### src/logic/spi_error_control_pkg.sv
// Constants, field layouts and carriers for the serial interface block.
// Assumes a byte-wide register port and pins seen through this package.
package spi_error_control_pkg;

  // Register indices; the byte address is four times the index
  localparam logic [7:0] IDX_DATA  = 8'h11;
  localparam logic [7:0] IDX_CTRL  = 8'h12;
  localparam logic [7:0] IDX_CSR   = 8'h13;
  localparam logic [7:0] ADDR_DATA = {IDX_DATA[5:0], 2'b00};
  localparam logic [7:0] ADDR_CTRL = {IDX_CTRL[5:0], 2'b00};
  localparam logic [7:0] ADDR_CSR  = {IDX_CSR[5:0], 2'b00};

  // Control register fields
  localparam int CTRL_IRQ_EN = 7;
  localparam int CTRL_PE     = 6;
  localparam int CTRL_HALVE  = 5;
  localparam int CTRL_CS     = 4;
  localparam int CTRL_CLOCK_IDLE_LEVEL   = 3;
  localparam int CTRL_CAPTURE_EDGE_SELECT   = 2;
  localparam int CTRL_RATE_H = 1;
  localparam int CTRL_RATE_L = 0;

  // Control/status register fields
  localparam int CSR_DONE = 7;
  localparam int CSR_WRITE_COLLISION_FLAG = 6;
  localparam int CSR_OVR  = 5;
  localparam int CSR_MODE_FAULT_FLAG = 4;
  localparam int CSR_SOD  = 2;
  localparam int CSR_SSM  = 1;
  localparam int CSR_SSI  = 0;

  // Values after reset
  localparam logic [7:0] CTRL_RESET = 8'h00;
  localparam logic [7:0] CSR_RESET  = 8'h00;
  localparam logic [7:0] BYTE_RESET = 8'h00;

  // Sixteen clock transitions make one byte
  localparam logic [4:0] LAST_EDGE = 5'h0f;

  // Half period of the serial clock in system clock cycles
  function automatic logic [6:0] half_period(input logic [2:0] code);
    case (code)
      3'b100:  half_period = 7'h02;
      3'b000:  half_period = 7'h04;
      3'b001:  half_period = 7'h08;
      3'b110:  half_period = 7'h10;
      3'b010:  half_period = 7'h20;
      3'b011:  half_period = 7'h40;
      default: half_period = 7'h04;
    endcase
  endfunction

  // Register port request
  typedef struct packed {
    logic [7:0] addr;
    logic [7:0] wdata;
    logic       we;
    logic       re;
  } bus_req_s;

  // Pin levels coming in
  typedef struct packed {
    logic sck;
    logic mosi;
    logic miso;
    logic ss_n;
  } pins_in_s;

  // Pin drives going out
  typedef struct packed {
    logic sck_o;
    logic sck_oe;
    logic mosi_o;
    logic mosi_oe;
    logic miso_o;
    logic miso_oe;
  } pins_out_s;

endpackage
### src/logic/spi_error_control.sv
// Byte-wide serial peripheral interface, controller or target, with
// error flags, low-power handling and a plain register port.
// Assumes pins arrive asynchronously and the bus master never waits.
//
// Chosen here: the plain strobed port and the placing of the registers.
module spi_error_control (
  // Clock and reset
  input  wire logic                            clk_sys,
  input  wire logic                            rst,
  // Register port
  input  wire spi_error_control_pkg::bus_req_s bus_req,
  output      logic [7:0]                      rdata,
  // Serial pins
  input  wire spi_error_control_pkg::pins_in_s pins_in,
  output spi_error_control_pkg::pins_out_s     pins_out,
  // Power management
  input  wire logic                            halt_mode,
  output      logic                            irq,
  output      logic                            wake
);
  import spi_error_control_pkg::*;

  logic [2:0] sck_s;
  logic [2:0] mosi_s;
  logic [2:0] miso_s;
  logic [2:0] ssn_s;
  logic       sck_lvl_q;
  logic       ssn_lvl_q;
  logic [7:0] ctrl_q;
  logic [7:0] ctrl_d;
  logic       done_q;
  logic       write_collision_flag_q;
  logic       ovr_q;
  logic       mode_fault_flag_q;
  logic       sod_q;
  logic       ssm_q;
  logic       ssi_q;
  logic       arm_q;
  logic       mode_fault_flag_arm_q;
  logic [7:0] buf_q;
  logic [7:0] shreg_q;
  logic [7:0] shreg_d;
  logic [7:0] rx_q;
  logic [1:0] smp_q;
  logic [1:0] fin_q;
  logic       out_bit_q;
  logic [4:0] edge_cnt_q;
  logic       busy_q;
  logic [6:0] div_cnt_q;
  logic       halt_q;
  logic       halt_sel_q;
  logic [7:0] rdata_q;
  pins_out_s  pins_q;
  pins_out_s  pins_d;
  logic       irq_q;
  logic       wake_q;

  // Three-stage synchronisers on every pin input
  always_ff @(posedge clk_sys) begin
    if (rst) begin
      sck_s  <= 3'h0;
      mosi_s <= 3'h0;
      miso_s <= 3'h0;
      ssn_s  <= 3'h7;
    end else begin
      sck_s  <= {sck_s[1:0], pins_in.sck};
      mosi_s <= {mosi_s[1:0], pins_in.mosi};
      miso_s <= {miso_s[1:0], pins_in.miso};
      ssn_s  <= {ssn_s[1:0], pins_in.ss_n};
    end
  end

  // A level counts only once the second and third stages agree
  wire sck_agree = sck_s[1] == sck_s[2];
  wire ssn_agree = ssn_s[1] == ssn_s[2];
  wire sck_edge  = sck_agree && (sck_s[2] != sck_lvl_q);

  always_ff @(posedge clk_sys) begin
    if (rst) begin
      sck_lvl_q <= 1'b0;
      ssn_lvl_q <= 1'b1;
    end else begin
      sck_lvl_q <= sck_agree ? sck_s[2] : sck_lvl_q;
      ssn_lvl_q <= ssn_agree ? ssn_s[2] : ssn_lvl_q;
    end
  end

  // Control fields
  wire irq_en = ctrl_q[CTRL_IRQ_EN];
  wire pe     = ctrl_q[CTRL_PE];
  wire cs     = ctrl_q[CTRL_CS];
  wire clock_idle_level   = ctrl_q[CTRL_CLOCK_IDLE_LEVEL];
  wire capture_edge_select   = ctrl_q[CTRL_CAPTURE_EDGE_SELECT];
  wire [2:0] rate = {ctrl_q[CTRL_HALVE], ctrl_q[CTRL_RATE_H],
                     ctrl_q[CTRL_RATE_L]};

  // Select level, high means deselected
  wire sel_hi = ssm_q ? ssi_q : ssn_lvl_q;

  // Deep stop lets only a selected target keep shifting
  wire halt_ok = halt_q ? halt_sel_q : ~sel_hi;
  wire run     = ~halt_mode | (halt_ok & ~cs);

  // Register decode; deep stop blocks writes and read side effects, reads still return data
  wire acc    = ~halt_mode;
  wire a_dr   = bus_req.addr == ADDR_DATA;
  wire a_ctrl = bus_req.addr == ADDR_CTRL;
  wire a_csr  = bus_req.addr == ADDR_CSR;
  wire rd_dr  = acc & bus_req.re & a_dr;
  wire wr_dr  = acc & bus_req.we & a_dr;
  wire wr_ctl = acc & bus_req.we & a_ctrl;
  wire rd_csr = acc & bus_req.re & a_csr;
  wire wr_csr = acc & bus_req.we & a_csr;
  wire dr_acc = rd_dr | wr_dr;

  // Transfer engine events
  wire [6:0] half = half_period(rate);
  wire tick     = busy_q & (div_cnt_q == half - 7'h01);
  wire tgt_edge = ~cs & ~sel_hi & sck_edge;
  wire edge_ev  = run & pe & (cs ? tick : tgt_edge);
  wire lead     = ~edge_cnt_q[0];
  wire sample   = edge_ev & (lead ^ capture_edge_select);
  wire shift    = edge_ev & ~(lead ^ capture_edge_select);
  wire complete = edge_ev & (edge_cnt_q == LAST_EDGE);
  wire din      = cs ? miso_s[2] : mosi_s[2];
  wire deselect = ~cs & sel_hi;

  // Controller read-back lags our own clock by the pin synchroniser, so
  // capture and end of byte trail by two cycles; needed at the /4 rate
  wire       cap    = run & smp_q[1];
  wire [7:0] rx_d   = cap ? {rx_q[6:0], miso_s[2]} : rx_q;
  wire       finish = (run & fin_q[1]) | (complete & ~cs);
  wire [7:0] rx_val = fin_q[1] ? rx_d : shreg_d;

  // Writes are held off while done is set and not yet armed
  wire wr_ok   = wr_dr & ~busy_q & ~(done_q & ~arm_q);
  wire wr_coll = wr_dr & busy_q;
  wire mode_fault_flag_ev = run & pe & cs & ~sel_hi;
  wire clr_seq = arm_q & dr_acc;

  // Shift register next value
  always_comb begin
    shreg_d = shreg_q;
    if (wr_ok) begin
      shreg_d = bus_req.wdata;
    end else if (sample) begin
      shreg_d = {shreg_q[6:0], din};
    end
  end

  // Control register next value; a fault beats a write
  always_comb begin
    ctrl_d = ctrl_q;
    if (wr_ctl) begin
      ctrl_d = bus_req.wdata;
      if (mode_fault_flag_q & ~mode_fault_flag_arm_q) begin
        ctrl_d[CTRL_PE] = 1'b0;
        ctrl_d[CTRL_CS] = 1'b0;
      end
    end
    if (mode_fault_flag_ev) begin
      ctrl_d[CTRL_PE] = 1'b0;
      ctrl_d[CTRL_CS] = 1'b0;
    end
  end

  // Registers; lower control nibble has no documented reset value
  always_ff @(posedge clk_sys) begin
    if (rst) begin
      ctrl_q <= CTRL_RESET;
      sod_q  <= CSR_RESET[CSR_SOD];
      ssm_q  <= CSR_RESET[CSR_SSM];
      ssi_q  <= CSR_RESET[CSR_SSI];
    end else begin
      ctrl_q <= ctrl_d;
      if (wr_csr) begin
        sod_q <= bus_req.wdata[CSR_SOD];
        ssm_q <= bus_req.wdata[CSR_SSM];
        ssi_q <= bus_req.wdata[CSR_SSI];
      end
    end
  end

  // Status flags; in every flag the hardware set wins over the clear
  always_ff @(posedge clk_sys) begin
    if (rst) begin
      done_q     <= 1'b0;
      write_collision_flag_q     <= 1'b0;
      ovr_q      <= 1'b0;
      mode_fault_flag_q     <= 1'b0;
      arm_q      <= 1'b0;
      mode_fault_flag_arm_q <= 1'b0;
    end else begin
      done_q <= finish | (done_q & ~clr_seq);
      ovr_q  <= (finish & done_q) | (ovr_q & ~rd_csr);
      write_collision_flag_q <= wr_coll | (write_collision_flag_q & ~clr_seq);
      mode_fault_flag_q <= mode_fault_flag_ev | (mode_fault_flag_q & ~(mode_fault_flag_arm_q & wr_ctl));
      if ((rd_csr | wr_csr) & (done_q | write_collision_flag_q)) begin
        arm_q <= 1'b1;
      end else if (dr_acc) begin
        arm_q <= 1'b0;
      end
      if (rd_csr & mode_fault_flag_q) begin
        mode_fault_flag_arm_q <= 1'b1;
      end else if (wr_ctl) begin
        mode_fault_flag_arm_q <= 1'b0;
      end
    end
  end

  // Buffer is only refilled when the previous byte was taken
  always_ff @(posedge clk_sys) begin
    if (rst) begin
      buf_q <= BYTE_RESET;
    end else if (finish & ~done_q) begin
      buf_q <= rx_val;
    end
  end

  // Shift register and outgoing bit
  always_ff @(posedge clk_sys) begin
    if (rst) begin
      shreg_q   <= BYTE_RESET;
      out_bit_q <= 1'b0;
      rx_q      <= BYTE_RESET;
      smp_q     <= 2'h0;
      fin_q     <= 2'h0;
    end else begin
      shreg_q <= shreg_d;
      rx_q    <= rx_d;
      if (run) begin
        smp_q <= {smp_q[0], sample & cs};
        fin_q <= {fin_q[0], complete & cs};
      end
      if (wr_ok & ~capture_edge_select) begin
        out_bit_q <= bus_req.wdata[7];
      end else if (shift) begin
        out_bit_q <= shreg_q[7];
      end
    end
  end

  // Edge counter and busy; a target dropped mid-byte starts over
  always_ff @(posedge clk_sys) begin
    if (rst) begin
      edge_cnt_q <= 5'h00;
      busy_q     <= 1'b0;
    end else if (~pe | deselect | complete) begin
      edge_cnt_q <= 5'h00;
      busy_q     <= 1'b0;
    end else if (wr_ok & cs) begin
      edge_cnt_q <= 5'h00;
      busy_q     <= 1'b1;
    end else if (edge_ev) begin
      edge_cnt_q <= edge_cnt_q + 5'h01;
      busy_q     <= 1'b1;
    end
  end

  // Rate divider; frozen while stopped
  always_ff @(posedge clk_sys) begin
    if (rst) begin
      div_cnt_q <= 7'h00;
    end else if (~busy_q | ~cs | tick) begin
      div_cnt_q <= 7'h00;
    end else if (run) begin
      div_cnt_q <= div_cnt_q + 7'h01;
    end
  end

  // Select level caught on entry into deep stop
  always_ff @(posedge clk_sys) begin
    if (rst) begin
      halt_q     <= 1'b0;
      halt_sel_q <= 1'b0;
    end else begin
      halt_q <= halt_mode;
      if (halt_mode & ~halt_q) begin
        halt_sel_q <= ~sel_hi;
      end
    end
  end

  // Read mux; unmapped addresses read as zero
  wire [7:0] csr_val = {done_q, write_collision_flag_q, ovr_q, mode_fault_flag_q, 1'b0,
                        sod_q, ssm_q, ssi_q};
  wire [7:0] rd_mux = a_dr   ? buf_q :
                      a_ctrl ? ctrl_q :
                      a_csr  ? csr_val : 8'h00;

  // Pin drives; clock rests at the idle level between bytes
  wire sck_run = cs & busy_q;
  always_comb begin
    pins_d         = pins_q;
    pins_d.sck_o   = sck_run ? (pins_q.sck_o ^ edge_ev) : clock_idle_level;
    pins_d.sck_oe  = pe & cs;
    pins_d.mosi_o  = out_bit_q;
    pins_d.mosi_oe = pe & cs & ~sod_q;
    pins_d.miso_o  = out_bit_q;
    pins_d.miso_oe = pe & ~cs & ~sel_hi & ~sod_q;
  end

  // Output flops; collision is deliberately left out of the request
  always_ff @(posedge clk_sys) begin
    if (rst) begin
      rdata_q <= 8'h00;
      pins_q  <= '0;
      irq_q   <= 1'b0;
      wake_q  <= 1'b0;
    end else begin
      rdata_q <= bus_req.re ? rd_mux : 8'h00;
      pins_q  <= pins_d;
      irq_q   <= irq_en & (done_q | mode_fault_flag_q | ovr_q);
      wake_q  <= halt_mode & irq_en & done_q;
    end
  end

  assign rdata    = rdata_q;
  assign pins_out = pins_q;
  assign irq      = irq_q;
  assign wake     = wake_q;
endmodule

### config.mk
export PLATFORM = sky130hd
export DESIGN_NAME = spi_error_control
export DESIGN_NICKNAME = d
export VERILOG_FILES = /design/src/logic/spi_error_control_pkg.sv /design/src/logic/spi_error_control.sv
export SDC_FILE = /design/constraint.sdc
export NUM_CORES = 1
export LEC_CHECK = 0
export BUFFER_PORTS_ARGS = -buffer_cell sky130_fd_sc_hd__buf_2
export CORE_AREA = 2 2 101 74
export DETAILED_ROUTE_END_ITERATION = 10
export DIE_AREA = 0 0 103 76
export PLACE_DENSITY = 0.78
export SLEW_MARGIN = 20
export SYNTH_ARGS = -nofsm -noshare
export SYNTH_HDL_FRONTEND = slang
export SYNTH_SLANG_ARGS = --single-unit
### constraint.sdc
create_clock -name clk_sys -period 5 [get_ports clk_sys]
set_input_delay 1.5 -clock clk_sys [delete_from_list [all_inputs] [get_ports clk_sys]]
set_output_delay 1.5 -clock clk_sys [all_outputs]
set_load 0.02 [all_outputs]
==> metrics.cfg <==
[power]
p_clk_frac=0.402
seqPwrFrac=0.560
internal_power_mw=0.989
ir_drop_uv=216
p_per_area_nw_per_um2=296
swShare=0.236
leakagePower_nw=1.70
power.switching_mw=0.305
totalPowerFinal_mw=1.29
power_frac_comb=0.038

[finish]
drive_gt1_frac=0.209
area_growth_pct=11.4
final-seq-area_um2=1800
antenna_cells=0
multi_input_area_um2=1990
nFillCells=618
layout.nets=482

[synthesis]
synth_fp_nets=450
synth-edff-count=0
synth_top_area_frac=0.459
ys_seq_elements=90
ys_types=61
yosys.area.top_type=dfxtp_1
async_reset_ff_frac=0
netlist_top_cells_area=dfxtp_1, nor2_1, mux2i_1
synth-warning-count=0
synth.cell_area_um2=3930
syn-mean-instance-area_um2=9.31
syn_inst=422
synth_seq_area_share=0.459
yosysMostFrequentCell=dfxtp_1
synthFlopType=dfxtp_1
synth_common_cells=dfxtp_1, nor2_1, nand2_1

[clock_network]
clock_path_buffers=2
insertion_delay_ns=0.36
cts_tree=yes
clock-sinks=90
cts-root-buf=clkbuf_8
cts_resized=0
h-tree-depth=3
post-cts-setup-buffers=0
clkTransAtPathRegs_ns=0.09
ctsHoldBuffers=0
cts_made_buffers=9

[sta]
setup_viol=0
layout_min_cycle_time_ns=3.66
rsz0062_at_grt=false
relSlewSlack=0.445
fin_skew_ns=0.00429
fin_crit_sh=0.733
fmax_ghz=0.273
hold_viol=0
tightest_slew_ns=0.827
setup_tns_ns=0
final-max-slew-violation-count=0
whs_ns=0.415

[drt]
ant_nets=0
wl_per_cell_um=16.2
drc=0
firstDrtPassIters=4
vias=3219
viasPerCell=5.78
first_iter_violations=281
wl_um=9000

[job]
maxCapViolations=0

[grt]
grt_pass1_vias=2939
grt_remaining_overflow=0
grt_antenna_before_repair=0
grt.total_usage=0.244
grt_max_degree=40
grt_pass1_wl_um=14700

[critical_path]
cp_data_arrival_time_ns=3.96
critical_path_required_ns=5.30
start_kind=input port
critPathMaxFanout=15
critPathCaptureType=flip-flop
crit_type=input port to flip-flop

[floorplan]
fp.dieH_um=76
fp.dieArea_um2=7830
num_rows=26
core-area_um2=6960
floorplan.initialDensity=0.564
io_pins=41
dieWidth_um=103

[place]
place_congestion=0.884
io_buffers=40
dp_hpwl_um=6500

[outcome]
outcome=completed

[min_path]
hp-class=flip-flop to flip-flop

-- worst max-delay path: stages --
cell,delay (ns)
buf_2,0.09
or4_4,0.55
nor2_4,0.12
nand3b_2,0.14
or4_4,0.67
mux2i_1,0.16
mux2_1,0.31
or3_1,0.30
a21oi_1,0.12
-- state kept, by name, indices dropped and copies added, names as in the netlist, 2 cells and up --
name	flops
sck_s	3
div_cnt_q	7
mosi_s	3
miso_s	3
ssn_s	3
rdata	8
pins_out	5
fin_q	2
ctrl_q	8
rx_q	8
edge_cnt_q	5
buf_q	8
smp_q	2
shreg_q	8
-- path summary, 6_finish.rpt --
| kind | start | endpoint | slack, ns | cells after the start |
|---|---|---|---|---|
| max | bus_req[11] | buf_q[2] | 1.34 | 9 |
| min | ssn_s[0] | ssn_s[1] | 0.42 | 1 |
| max reg2reg | ssm_q | buf_q[4] | 2.03 | 8 |
| min reg2reg | ssn_s[0] | ssn_s[1] | 0.42 | 1 |
-- layer usage --
layer	vias to the layer above	routed length, um	track usage
met5	-	0	0
met4	0	100	0.0671
met3	11	654	0.0633
met2	123	3890	0.341
met1	1530	4360	0.370
li1	1555	-	-
-- placed cells by master, fill, tap and decap left out, types with 4 or more instances in the layout --
cell      netlist  routed
dfxtp_1        90      90
nor2_1         57      57
buf_2           3      40
nand2_1        33      33
a21oi_1        22      22
nor2b_1        17      17
mux2i_1        16      16
mux2_2         12      12
nand3_1        11      11
a22oi_1        11      11
clkbuf_8        0      10
xor2_1          9       9
inv_1           7       7
nand2b_1        7       7
nand4_1         7       7
o21ai_0         7       7
and3_1          6       6
nor3_1          6       6
and2_1          6       6
a211oi_1        6       6
a211oi_2        5       5
or2_2           4       4
xnor2_1         4       4
-- metrics by stage --
| step | instances | instance area, um2 | util | setup WS [ns] |
|---|---|---|---|---|
| after CTS | 557 | 4380 | 0.629 | 1.35 |
| after global routing | 557 | 4380 | 0.629 | 1.26 |
| final | 557 | 4380 | 0.629 | 1.34 |
| after global placement | 541 | 4170 | 0.599 | 1.01 |
| after floorplan | 422 | 3930 | - | 1.22 |
| after detailed placement | 541 | 4170 | 0.599 | 0.967 |
-- power groups by stage --
stage	combinational [mW]	clock (mW)	sequential, mW
floorplan	0.0265	0	0.741
global placement	0.0473	0	0.741
detailed placement	0.0478	0	0.742
CTS	0.0481	0.528	0.725
global route	0.0528	0.561	0.726
finish	0.0487	0.521	0.725
-- logic make-up after synthesis --
| group | count (synthesis) | synth area share |
|---|---|---|
| AND/OR/NAND/NOR | 181 | 0.243 |
| flip-flops | 90 | 0.459 |
| AO/OA/AOI/OAI | 77 | 0.148 |
| buffers and inverters | 29 | 0.0334 |
| multiplexers | 29 | 0.0780 |
| XOR/XNOR | 13 | 0.0290 |
| adder cells (fa/ha/maj) | 3 | 0.00956 |
-- layout make-up --
| cell class | instances | area share |
|---|---|---|
| clock buffer | 10 | 0.0314 |
| clock inverter | 6 | 0.0163 |
| inverter | 7 | 0.00600 |
| multi-input combinational | 303 | 0.456 |
| sequential | 90 | 0.412 |
| tap | 98 | 0.0280 |
| timing repair buffer | 43 | 0.0509 |
(Power assumes the default switching activity.)
